### config.mk
export PLATFORM = sky130hd
export DESIGN_NAME = rrs_selector
export DESIGN_NICKNAME = d
export VERILOG_FILES = /design/src/core/rrs_pkg.sv /design/src/core/rrs_decode.sv /design/src/core/rrs_selector.sv
export SDC_FILE = /design/constraint.sdc
export NUM_CORES = 1
export LEC_CHECK = 0
export BUFFER_PORTS_ARGS = -buffer_cell sky130_fd_sc_hd__buf_2
export CAP_MARGIN = 20
export CORE_MARGIN = 5
export CORE_UTILIZATION = 48
export CTS_CLUSTER_DIAMETER = 200
export DETAILED_ROUTE_END_ITERATION = 8
export PLACE_DENSITY = 0.8
export SKIP_LAST_GASP = 1
export SYNTH_ARGS = -nofsm -noshare
export SYNTH_HDL_FRONTEND = slang
export SYNTH_HIERARCHICAL = 1
export SYNTH_SLANG_ARGS = --single-unit
export TNS_END_PERCENT = 20
### constraint.sdc
create_clock -name clock -period 2.56 [get_ports clock]
set_input_delay 0.64 -clock clock [delete_from_list [all_inputs] [get_ports clock]]
set_output_delay 0.64 -clock clock [all_outputs]
set_load 0.01 [all_outputs]
### src/core/rrs_pkg.sv
/*
 * package for the run and reference source selector: register map, fields, reset values, enums and carriers.
 * assumes one 200 MHz clock with a synchronous active-high reset; registers are reached over AXI4-Lite.
 */
package rrs_pkg;

	// ==========================================================
	// register map
	localparam logic [3:0] RRS_OFF_CTRL = 4'h0;
	localparam logic [3:0] RRS_OFF_STAT = 4'h4;
	localparam logic [3:0] RRS_OFF_KREF = 4'h8;
	localparam logic [3:0] RRS_OFF_SREF = 4'hc;

	// ==========================================================
	// fields and reset values
	localparam logic [3:0] RRS_METHOD_MAX = 4'h8;
	localparam logic [3:0] RRS_METHOD_RESET = 4'h3;
	localparam logic [15:0] RRS_REF_RESET = 16'h0000;
	localparam int RRS_METHOD_LSB = 0;
	localparam int RRS_DISP_LSB = 16;
	localparam logic [3:0] RRS_DISP_FREF = 4'h0;
	localparam logic [1:0] RRS_RESP_OKAY = 2'b00;
	localparam logic [1:0] RRS_RESP_SLVERR = 2'b10;

	// ==========================================================
	// source and run state codes
	typedef enum logic [2:0] {
		RRS_SRC_KEYPAD = 3'b001,
		RRS_SRC_TERM = 3'b010,
		RRS_SRC_SERIAL = 3'b100
	} rrs_src_t;

	typedef enum logic [1:0] {
		RRS_ST_STOP = 2'b01,
		RRS_ST_RUN = 2'b10
	} rrs_state_t;

	// ==========================================================
	// carriers
	typedef struct packed {
		logic runCmd;
		logic [15:0] freqRef;
	} rrs_cmd_t;

	typedef struct packed {
		rrs_src_t runSrc;
		rrs_src_t refSrc;
		logic runSourceLight;
		logic refSourceLight;
	} rrs_sel_t;

endpackage : rrs_pkg

### src/core/rrs_decode.sv
/*
 * decodes the operation method setting and the local/remote mode into run and reference sources and lights.
 * assumes the method value was already limited to 0..8 by the register writer.
 */
module rrs_decode
	import rrs_pkg::*;
(
	input wire logic localMode,
	input wire logic [3:0] operation_method_setting,
	output rrs_sel_t sel
);

	// ==========================================================
	// source table
	always_comb begin
		sel = '{RRS_SRC_KEYPAD, RRS_SRC_KEYPAD, 1'b0, 1'b0};
		if (!localMode) begin
			case (operation_method_setting)
				4'h0, 4'h2, 4'h4: sel.runSrc = RRS_SRC_KEYPAD;
				4'h1, 4'h3, 4'h5: sel.runSrc = RRS_SRC_TERM;
				default: sel.runSrc = RRS_SRC_SERIAL;
			endcase
			case (operation_method_setting)
				4'h0, 4'h1, 4'h7: sel.refSrc = RRS_SRC_KEYPAD;
				4'h2, 4'h3, 4'h8: sel.refSrc = RRS_SRC_TERM;
				default: sel.refSrc = RRS_SRC_SERIAL;
			endcase
			sel.runSourceLight = (sel.runSrc != RRS_SRC_KEYPAD);
			sel.refSourceLight = (sel.refSrc != RRS_SRC_KEYPAD);
		end
	end

endmodule : rrs_decode

### src/core/rrs_selector.sv
/*
 * run and reference source selector: picks run command and frequency reference sources and drives indicators.
 * assumes keypad and terminal inputs are synchronous to clock; software uses AXI4-Lite, one access at a time.
 */
// Our own choices: the AXI4-Lite register port and the address map.
// Contract
// - mode key toggles local/remote only when stopped
// - reset: remote, terminal run, analog reference
// - contact inputs act in both modes
// - local: keypad run and reference, lights off
// - remote: method picks run source, light
// - remote: method picks reference source, light
// - power-up: source lights on, reference display item
// - display shows current selected frequency reference
// - power-up: stopped, stop light on, run dark
module rrs_selector
	import rrs_pkg::*;
(
	input wire logic clock,
	input wire logic srst,
	input wire logic s_axi_awvalid,
	output logic s_axi_awready,
	input wire logic [31:0] s_axi_awaddr,
	input wire logic s_axi_wvalid,
	output logic s_axi_wready,
	input wire logic [31:0] s_axi_wdata,
	input wire logic [3:0] s_axi_wstrb,
	output logic s_axi_bvalid,
	input wire logic s_axi_bready,
	output logic [1:0] s_axi_bresp,
	input wire logic s_axi_arvalid,
	output logic s_axi_arready,
	input wire logic [31:0] s_axi_araddr,
	output logic s_axi_rvalid,
	input wire logic s_axi_rready,
	output logic [31:0] s_axi_rdata,
	output logic [1:0] s_axi_rresp,
	input wire logic modeKey,
	input wire logic keyRun,
	input wire logic keyStop,
	input wire logic termRun,
	input wire logic [15:0] voltage_reference_input,
	input wire logic [15:0] current_reference_input,
	input wire logic currentRefSelect,
	input wire logic [3:0] multi_function_contact_inputs,
	output logic [3:0] contactActions,
	output logic runCmd,
	output logic [15:0] freqRef,
	output logic [15:0] displayValue,
	output logic [3:0] displayItem,
	output logic run_source_light,
	output logic refSourceLight,
	output logic runLight,
	output logic stopLight,
	output logic localLight
);

	// ==========================================================
	// state
	logic localMode, next_localMode;
	logic [3:0] operation_method_setting, next_operation_method_setting;
	logic [15:0] keypadRef, next_keypadRef;
	logic [15:0] serialRef, next_serialRef;
	logic serialRun, next_serialRun;
	logic keyRunLatch, next_keyRunLatch;
	logic modeKeyPrev, next_modeKeyPrev;
	rrs_state_t runState, next_runState;
	rrs_sel_t sel;
	rrs_cmd_t cmd;

	// ==========================================================
	// bus slave state
	logic awHeld, next_awHeld, wHeld, next_wHeld;
	logic [3:0] awAddr, next_awAddr;
	logic [31:0] wData, next_wData;
	logic [3:0] wStrb, next_wStrb;
	logic bValid, next_bValid, rValid, next_rValid;
	logic [1:0] bResp, next_bResp, rResp, next_rResp;
	logic [31:0] rData, next_rData;
	logic doWrite, addrOk;
	logic awOk, next_awOk;
	logic awReady, wReady, arReady;

	rrs_decode u_decode (
		.localMode(localMode),
		.operation_method_setting(operation_method_setting),
		.sel(sel)
	);

	// ==========================================================
	// command selection
	always_comb begin
		cmd.runCmd = keyRunLatch;
		case (sel.runSrc)
			RRS_SRC_TERM: cmd.runCmd = termRun;
			RRS_SRC_SERIAL: cmd.runCmd = serialRun;
			default: cmd.runCmd = keyRunLatch;
		endcase
		case (sel.refSrc)
			RRS_SRC_TERM: cmd.freqRef = currentRefSelect ? current_reference_input : voltage_reference_input;
			RRS_SRC_SERIAL: cmd.freqRef = serialRef;
			default: cmd.freqRef = keypadRef;
		endcase
	end

	// ==========================================================
	// run state and mode key
	always_comb begin
		next_modeKeyPrev = modeKey;
		next_localMode = localMode;
		if (modeKey && !modeKeyPrev && runState == RRS_ST_STOP) begin
			next_localMode = !localMode;
		end
		next_keyRunLatch = keyRunLatch;
		if (keyStop) begin
			next_keyRunLatch = 1'b0;
		end else if (keyRun) begin
			next_keyRunLatch = 1'b1;
		end
		case (runState)
			RRS_ST_STOP: next_runState = cmd.runCmd ? RRS_ST_RUN : RRS_ST_STOP;
			RRS_ST_RUN: next_runState = cmd.runCmd ? RRS_ST_RUN : RRS_ST_STOP;
			default: next_runState = RRS_ST_STOP;
		endcase
	end

	// ==========================================================
	// bus slave
	assign doWrite = (awHeld || s_axi_awvalid) && (wHeld || s_axi_wvalid) && !bValid;
	assign addrOk = awHeld ? awOk : (s_axi_awaddr[31:4] == 28'h000_0000);

	always_comb begin
		logic [3:0] wa;
		logic [31:0] wd;
		logic [3:0] ws;
		wa = awHeld ? awAddr : s_axi_awaddr[3:0];
		wd = wHeld ? wData : s_axi_wdata;
		ws = addrOk ? (wHeld ? wStrb : s_axi_wstrb) : 4'h0;
		next_awHeld = awHeld;
		next_wHeld = wHeld;
		next_awAddr = awAddr;
		next_awOk = awOk;
		next_wData = wData;
		next_wStrb = wStrb;
		next_bValid = bValid && !s_axi_bready;
		next_bResp = bResp;
		next_rValid = rValid && !s_axi_rready;
		next_rResp = rResp;
		next_rData = rData;
		next_operation_method_setting = operation_method_setting;
		next_keypadRef = keypadRef;
		next_serialRef = serialRef;
		next_serialRun = serialRun;
		if (s_axi_awvalid && !awHeld) begin
			next_awHeld = 1'b1;
			next_awAddr = s_axi_awaddr[3:0];
			next_awOk = addrOk;
		end
		if (s_axi_wvalid && !wHeld) begin
			next_wHeld = 1'b1;
			next_wData = s_axi_wdata;
			next_wStrb = s_axi_wstrb;
		end
		if (doWrite) begin
			next_awHeld = 1'b0;
			next_wHeld = 1'b0;
			next_bValid = 1'b1;
			next_bResp = RRS_RESP_OKAY;
			case (wa)
				RRS_OFF_CTRL: begin
					if (ws[0] && wd[3:0] <= RRS_METHOD_MAX) begin
						next_operation_method_setting = wd[3:0];
					end else if (ws[0]) begin
						next_bResp = RRS_RESP_SLVERR;
					end
					if (ws[1]) begin
						next_serialRun = wd[8];
					end
				end
				RRS_OFF_KREF: begin
					if (ws[0]) next_keypadRef[7:0] = wd[7:0];
					if (ws[1]) next_keypadRef[15:8] = wd[15:8];
				end
				RRS_OFF_SREF: begin
					if (ws[0]) next_serialRef[7:0] = wd[7:0];
					if (ws[1]) next_serialRef[15:8] = wd[15:8];
				end
				default: next_bResp = RRS_RESP_SLVERR;
			endcase
			if (!addrOk) begin
				next_bResp = RRS_RESP_SLVERR;
			end
		end
		if (s_axi_arvalid && !rValid) begin
			next_rValid = 1'b1;
			next_rResp = RRS_RESP_OKAY;
			case (s_axi_araddr[3:0])
				RRS_OFF_CTRL: next_rData = {23'h00_0000, serialRun, 4'h0, operation_method_setting};
				RRS_OFF_STAT: next_rData = {12'h000, displayItem, 4'h0, multi_function_contact_inputs, 2'b00,
					localMode, runState == RRS_ST_RUN, runCmd, run_source_light, refSourceLight, 1'b0};
				RRS_OFF_KREF: next_rData = {16'h0000, keypadRef};
				RRS_OFF_SREF: next_rData = {16'h0000, serialRef};
				default: begin
					next_rData = 32'h0000_0000;
					next_rResp = RRS_RESP_SLVERR;
				end
			endcase
			if (s_axi_araddr[31:4] != 28'h000_0000) begin
				next_rData = 32'h0000_0000;
				next_rResp = RRS_RESP_SLVERR;
			end
		end
	end

	// ==========================================================
	// registers
	always_ff @(posedge clock) begin
		if (srst) begin
			localMode <= 1'b0;
			operation_method_setting <= RRS_METHOD_RESET;
			keypadRef <= RRS_REF_RESET;
			serialRef <= RRS_REF_RESET;
			serialRun <= 1'b0;
			keyRunLatch <= 1'b0;
			modeKeyPrev <= 1'b0;
			runState <= RRS_ST_STOP;
			awHeld <= 1'b0;
			wHeld <= 1'b0;
			awAddr <= 4'h0;
			awOk <= 1'b0;
			awReady <= 1'b1;
			wReady <= 1'b1;
			arReady <= 1'b1;
			wData <= 32'h0000_0000;
			wStrb <= 4'h0;
			bValid <= 1'b0;
			bResp <= RRS_RESP_OKAY;
			rValid <= 1'b0;
			rResp <= RRS_RESP_OKAY;
			rData <= 32'h0000_0000;
			contactActions <= 4'h0;
			runCmd <= 1'b0;
			freqRef <= RRS_REF_RESET;
			displayValue <= RRS_REF_RESET;
			displayItem <= RRS_DISP_FREF;
			run_source_light <= 1'b1;
			refSourceLight <= 1'b1;
			runLight <= 1'b0;
			stopLight <= 1'b1;
			localLight <= 1'b0;
		end else begin
			localMode <= next_localMode;
			operation_method_setting <= next_operation_method_setting;
			keypadRef <= next_keypadRef;
			serialRef <= next_serialRef;
			serialRun <= next_serialRun;
			keyRunLatch <= next_keyRunLatch;
			modeKeyPrev <= next_modeKeyPrev;
			runState <= next_runState;
			awHeld <= next_awHeld;
			wHeld <= next_wHeld;
			awAddr <= next_awAddr;
			awOk <= next_awOk;
			awReady <= !next_awHeld;
			wReady <= !next_wHeld;
			arReady <= !next_rValid;
			wData <= next_wData;
			wStrb <= next_wStrb;
			bValid <= next_bValid;
			bResp <= next_bResp;
			rValid <= next_rValid;
			rResp <= next_rResp;
			rData <= next_rData;
			contactActions <= multi_function_contact_inputs;
			runCmd <= cmd.runCmd;
			freqRef <= cmd.freqRef;
			displayValue <= cmd.freqRef;
			displayItem <= RRS_DISP_FREF;
			run_source_light <= sel.runSourceLight;
			refSourceLight <= sel.refSourceLight;
			runLight <= next_runState == RRS_ST_RUN;
			stopLight <= next_runState == RRS_ST_STOP;
			localLight <= next_localMode;
		end
	end

	assign s_axi_awready = awReady;
	assign s_axi_wready = wReady;
	assign s_axi_bvalid = bValid;
	assign s_axi_bresp = bResp;
	assign s_axi_arready = arReady;
	assign s_axi_rvalid = rValid;
	assign s_axi_rdata = rData;
	assign s_axi_rresp = rResp;

endmodule : rrs_selector

==> reports/qor.csv, run 1 <==
stage,metric,value,unit
clock_tree,postCtsSetupRepairBufs,0,
timing,clock_skew,0.00513,ns
global_routing,grt_first_pass_wirelength,24100,um
synthesis,syn-mean-instance-area,9.15,um^2
layout,drive_gt1_share,35.7,%
synthesis,ys.flop_type,dfxtp_1,
timing,worst_pin_slew,0.672,ns
placement,preCtsSetupSlack,0.123,ns
die,io_pins,235,
synthesis,synthCells,607,
drt,first_pass_iters,5,
clock_tree,cts_tree,done,
setup_path,worst_setup_path_end_kind,flop,
power_and_ir_drop,power.leakage,0.00353,uW
die,fp.coreArea,11400,um^2
die,dieWidth,118,um
synthesis,synth_edf_count,0,
setup_path,rr_startpoint,operation_method_setting[3]$_SDFFE_PP0P_,
synthesis,ys_ff_latch,113,
drt,wl_per_cell,15.8,um
timing,fin_crit,2.30,ns
timing,period_share,89.8,%
setup_path,worstPathArrival,2.59,ns
hold_path,hold_path_end,keyRunLatch$_SDFFE_PP0P_,
setup_path,cp_num_buf_inv,3,
timing,hold_violations,0,
global_routing,grt_use_met1,26.8,%
setup_path,r2r-end,displayValue[14]$_SDFF_PP0_,
setup_path,reg2reg_slack,0.26,ns
timing,fmax,435,MHz
setup_path,cp.required,2.85,ns
synthesis,ys_seq_area_share,40.7,%
clock_tree,cts_sinks,113,
layout,n_antenna_cell,0,
setup_path,path_class,flop to flop,
setup_path,critPathSlowestCell,dfxtp_1,
layout,area_delta_synth_final,28.1,%
die,rows,39,
global_routing,antenna_found_initial,0,
outcome,status,finished clean,
drt,viasPerCell,5.18,
setup_path,crit_chain,"buf_4, and4b_1, or3_1, nor3b_2, a21oi_1, buf_4, buf_4, a221oi_1, nor2_1",
hold_path,hold_path.class,primary input to flop,
setup_path,cpPeakStageDelay,0.42,ns
global_routing,grt_util_met2,33.3,%
clock_tree,worst_skew_pair.late_latency,0.41,ns
synthesis,synth.distinct_cells,48,
timing,whs,0.390,ns
power_and_ir_drop,power.density,697,nW/um^2
global_routing,grt-ovfl-total,0,
setup_path,cp-start-kind,flop,
drt,via_count,4892,
die,start_util,48.8,%
setup_path,critical_path.max_fanout,10,
hold_path,hp-start,keyStop,
timing,slew_headroom,55.2,%
setup_path,reg2reg_depth,9,
setup_path,path_depth,9,
timing,setup_ws,0.261,ns
global_routing,grt.total_usage,21.0,%
layout,design_area,7110,um^2
placement,gp_congestion,0.827,
layout,final_nets,939,
drt,drtIter0Drc,321,
drt,postRouteAntennaNets,0,
drt,drt-total-wl,15000,um
setup_path,crit_family,simple AND/OR/NAND/NOR gates,
power_and_ir_drop,peakVddDrop,0.000395,V
synthesis,ys_warn_count,6,
clock_tree,clock_path_buffers,2,
placement,hpwlAfterDp,11000,um
timing,finalSetupViolations,0,
timing,drv_slew,0,
global_routing,grt_max_degree,66,
layout,fillers,933,
flow_run,maxCapViolations,0,
synthesis,mappedNetlistArea,5550,um^2
placement,placed_area,6520,um^2
clock_tree,numCtsBuffers,17,
clock_tree,post_cts_resized,0,
global_routing,busiest_layer,met2,
global_routing,grt_pass1_vias,4892,
setup_path,path_common_cell,buf_4,
clock_tree,path_clk_slew,0.05,ns
clock_tree,cts-root-buf,clkbuf_16,
placement,port_buffers,194,
clock_tree,htree_num_levels,4,
timing,rsz0062_at_grt,no,
power_and_ir_drop,p_total,4960,uW
clock_tree,cts_hold_buf,0,
timing,setup_tns,0,ns
synthesis,async_reset_ff_share,0,%
drt,route.detailed.drc,0,
die,fp.dieArea,13800,um^2
die,die_y,118,um
hold_path,hold_depth,2,
global_routing,grtUsageMet3,7.30,%
[how the worst max path moves through the flow]
| stage | from | to | slack (ns) |
|---|---|---|---|
| 6_report | operation_method_setting[3]$_SDFFE_PP0P_ | displayValue[14]$_SDFF_PP0_ | 0.26 |
| 5_1_grt | operation_method_setting[3]$_SDFFE_PP0P_ | displayValue[7]$_SDFF_PP0_ | 0.13 |
| 4_1_cts | operation_method_setting[3]$_SDFFE_PP0P_ | displayValue[14]$_SDFF_PP0_ | 0.08 |
| 3_5_place_dp | operation_method_setting[3]$_SDFFE_PP0P_ | displayValue[14]$_SDFF_PP0_ | 0.12 |
| 3_3_place_gp | operation_method_setting[3]$_SDFFE_PP0P_ | displayValue[14]$_SDFF_PP0_ | 0.14 |
| 2_1_floorplan | s_axi_araddr[13] | s_axi_rdata[0]$_SDFFE_PP0P_ | 0.32 |
[registers in the layout (all words and copies together) (netlist names), 2 cells and up]
signal	count
displayValue	16
keypadRef	16
s_axi_rdata	16
serialRef	16
wData	16
awAddr	4
contactActions	4
operation_method_setting	4
wStrb	2
[through the flow]
step                      utilization, %  cells
final                               62.6    944
after global placement              57.3    912
after CTS                           62.5    943
after floorplan                        -    628
after global routing                62.6    944
after detailed placement            57.3    912
[cells by family after synthesis]
family	synth area share (%)
buf+inv	8.97
simple gates	22.0
other cells	0.0675
fa+ha+maj	0.451
mux	17.8
compound gates	10.0
flops	40.7
[layout make-up]
type / count / area, um^2 / area share (%)
Timing Repair Buffer: 217 / 1170 / 16.5
Inverter: 12 / 45.0 / 0.633
Tap cell: 143 / 179 / 2.52
Sequential cell: 113 / 2260 / 31.8
Multi-Input combinational cell: 428 / 2870 / 40.4
Clock buffer: 26 / 509 / 7.16
Clock inverter: 5 / 75.1 / 1.06
[cells in the mapped netlist (2+ instances only)]
library cell  number  area [um^2]
a21o_1             3         22.5
a21oi_1           23          115
a221oi_1          17          149
a22o_1             6         52.6
a22oi_1           10         75.1
a32oi_1            6         52.6
and2_1             2         12.5
buf_1              5         18.8
buf_2              3         15.0
buf_4             38          285
buf_6              2         22.5
clkbuf_1          26         97.6
dfxtp_1          113         2260
ha_1               2         25.0
inv_1             12         45.0
mux2_2            13          146
mux2i_1           75          751
mux4_2             4         90.1
nand2_1           42          158
nand2b_1          38          238
nand4_1            4         25.0
nand4_2            4         50.1
nor2_1            74          278
nor2b_1           12         75.1
nor3_1            13         65.1
nor3b_1            3         22.5
nor4_1            13         81.3
o21ai_0            5         25.0
o21bai_1           2         15.0
or2_2             16          100
or3_1              4         25.0
[cell usage in the layout, fill, tap and decap left out, types with 2 or more instances in the layout]
cell type    n
buf_12       2
nand2_1     42
nand4_1      4
inv_1       12
clkinv_2     3
nand2b_1    38
bufinv_16    2
clkbuf_16   17
a22oi_1     10
nor3_1      13
buf_4       22
clkbuf_1     4
and2_1       2
mux2_2      13
or2_2       16
nor3b_1      3
a22o_1       6
nor2_1      74
buf_2      193
a221oi_1    17
nand4_2      4
dfxtp_1    113
ha_1         2
mux4_2       4
clkbuf_8     5
mux2i_1     75
or3_1        4
conb_1      22
a21o_1       3
a32oi_1      6
nor4_1      13
o21ai_0      5
o21bai_1     2
nor2b_1     12
a21oi_1     23
[report_power, final]
| group | internal [uW] | switching [uW] |
|---|---|---|
| combinational | 336 | 417 |
| clock | 1550 | 753 |
| sequential | 1850 | 53.8 |
| total | 3730 | 1220 |
[per-layer routing]
layer  up-vias  wire length [um]
li1       2427                 -
met1      2250              6550
met2       185              7010
met3        30              1070
met4         0               324
met5         -                 0
Note: power is estimated with default switching activity, not from simulation.
==> run 2, diff against run 1 <==
--- a/config.mk
+++ b/config.mk
@@ -11,7 +11,7 @@
 export CORE_UTILIZATION = 48
 export CTS_CLUSTER_DIAMETER = 200
 export DETAILED_ROUTE_END_ITERATION = 8
-export PLACE_DENSITY = 0.8
+export PLACE_DENSITY = 0.86
 export SKIP_LAST_GASP = 1
 export SYNTH_ARGS = -nofsm -noshare
 export SYNTH_HDL_FRONTEND = slang
==> run 2 against run 1 <==
First-iteration DRC count increased by 19%. Critical path type unchanged. Non-clock buffer count decreased by 10. Critical endpoint is now displayValue[8]$_SDFF_PP0_. Maximum frequency increased by 3.3%. Setup slack improved by 0.073 ns. Via count increased by 1.7%. Sequential cell count unchanged. Die area unchanged. Count of clock-buffer cells in the layout decreased by 8.
==> reports/qor.csv, run 2 (synthesized netlist as in run 1, its figures left out) <==
stage,metric,value,unit
outcome,status,finished clean,
global_routing,grt_first_pass_wirelength,24500,um
power_and_ir_drop,peakVddDrop,0.000367,V
die,dieWidth,118,um
clock_tree,htree_num_levels,4,
placement,port_buffers,194,
drt,via_count,4974,
layout,seq_area,2260,um^2
timing,worst_pin_slew,0.674,ns
clock_tree,numCtsBuffers,17,
power_and_ir_drop,sw_frac_of_total,25.3,%
setup_path,crit_chain,"and2b_2, a221oi_1, nor2_1, nand2_1, buf_4, nor2_1, a221oi_1, nor2_1",
power_and_ir_drop,power.density,721,nW/um^2
power_and_ir_drop,comb_power_share,14.4,%
die,rows,39,
clock_tree,path_clk_slew,0.05,ns
timing,slew_headroom,55.1,%
global_routing,grt-ovfl-total,0,
setup_path,critPathSlowestCell,dfxtp_1,
layout,n_antenna_cell,0,
power_and_ir_drop,p_total,5110,uW
die,die_y,118,um
drt,postRouteAntennaNets,0,
flow_run,maxCapViolations,0,
power_and_ir_drop,p_int,3810,uW
setup_path,worstPathArrival,2.52,ns
power_and_ir_drop,pwr-share-seq,37.2,%
setup_path,critical_path.max_fanout,9,
layout,design_area,7080,um^2
timing,clock_skew,0.00544,ns
setup_path,crit_family,simple AND/OR/NAND/NOR gates,
placement,gp_congestion,0.877,
timing,setup_tns,0,ns
layout,final_common_cell,buf_2,
die,fp.coreArea,11400,um^2
clock_tree,postCtsSetupRepairBufs,0,
timing,rsz0062_at_grt,no,
placement,hpwlAfterDp,10900,um
drt,route.detailed.drc,0,
drt,drt-total-wl,15300,um
clock_tree,cts-root-buf,clkbuf_16,
setup_path,cp.required,2.85,ns
setup_path,cp_num_buf_inv,1,
timing,period_share,87.0,%
drt,first_pass_iters,5,
clock_tree,cts_sinks,113,
drt,wl_per_cell,16.4,um
drt,viasPerCell,5.32,
clock_tree,cts_tree,done,
die,fp.dieArea,13800,um^2
global_routing,antenna_found_initial,0,
timing,drv_slew,0,
layout,fillers,924,
layout,multi_input_area,2870,um^2
timing,whs,0.390,ns
layout,area_delta_synth_final,27.5,%
layout,drive_gt1_share,35.5,%
placement,placed_area,6450,um^2
clock_tree,post_cts_resized,0,
die,start_util,48.8,%
power_and_ir_drop,power.leakage,0.00349,uW
power_and_ir_drop,switchingPower,1290,uW
hold_path,hold_path.class,primary input to flop,
setup_path,worst_setup_path_end_kind,flop,
setup_path,cp-start-kind,flop,
global_routing,grt_pass1_vias,4813,
layout,final_nets,929,
clock_tree,clock_path_buffers,2,
clock_tree,worst_skew_pair.late_latency,0.41,ns
timing,hold_violations,0,
clock_tree,cts_hold_buf,0,
global_routing,grt.total_usage,21.5,%
drt,drtIter0Drc,382,
timing,fmax,449,MHz
setup_path,cpPeakStageDelay,0.47,ns
die,io_pins,235,
layout,layout_common_cells,"buf_2, dfxtp_1, mux2i_1",
timing,finalSetupViolations,0,
global_routing,grt_max_degree,59,
power_and_ir_drop,power_frac_clock,48.4,%
timing,fin_crit,2.23,ns
setup_path,path_common_cell,nor2_1,
setup_path,path_class,flop to flop,
[run 2: cell types whose count changed in the layout (fill, tap and decap cells not counted)]
| cell | previous run | this run |
|---|---|---|
| clkinv_2 | 3 | 4 |
| clkinvlp_4 | 0 | 3 |
| buf_4 | 22 | 12 |
| clkbuf_1 | 4 | 0 |
| bufinv_16 | 2 | 4 |
| clkinv_4 | 0 | 3 |
| clkbuf_8 | 5 | 1 |
[run 2: final timing paths]
path                                                 start                          to  slack (ns)  cells past startpoint
hold reg to reg                     wData[10]$_SDFFE_PP0P_      wData[10]$_SDFFE_PP0P_        0.45                      2
hold / removal                                     keyStop    keyRunLatch$_SDFFE_PP0P_        0.39                      2
setup / recovery  operation_method_setting[3]$_SDFFE_PP0P_  displayValue[8]$_SDFF_PP0_        0.33                      8
setup reg to reg  operation_method_setting[3]$_SDFFE_PP0P_  displayValue[8]$_SDFF_PP0_        0.33                      8
[run 2: layer usage]
layer  track usage, %  up-vias  part of all wire (%)
met5                0        -                     0
met4             8.60        0                   2.6
met3             6.78       31                   8.2
met2             35.0      231                    48
met1             26.5     2302                    41
li1                 -     2410                     -
[run 2: per-stage QoR]
step	setup slack (ns)	cells	util, %
after floorplan	0.316	628	-
after global placement	0.220	903	56.8
after detailed placement	0.203	903	56.8
after CTS	0.375	935	62.3
after global routing	0.113	935	62.3
final	0.334	935	62.3
[run 2: layout make-up]
type	count	area share (%)
clock buffer	18	6.20
clock inverter	14	2.67
inverter	12	0.636
multi-input combinational	428	40.5
sequential	113	31.9
tap	143	2.53
timing repair buffer	207	15.5
[run 2: power groups by stage]
stage                     sequential [uW]  clock (uW)  combinational [uW]
after global placement               1940           0                 707
final                                1900        2470                 734
after CTS                            1900        2510                 735
after floorplan                      1950           0                 471
after global routing                 1910        2600                 810
after detailed placement             1940           0                 720
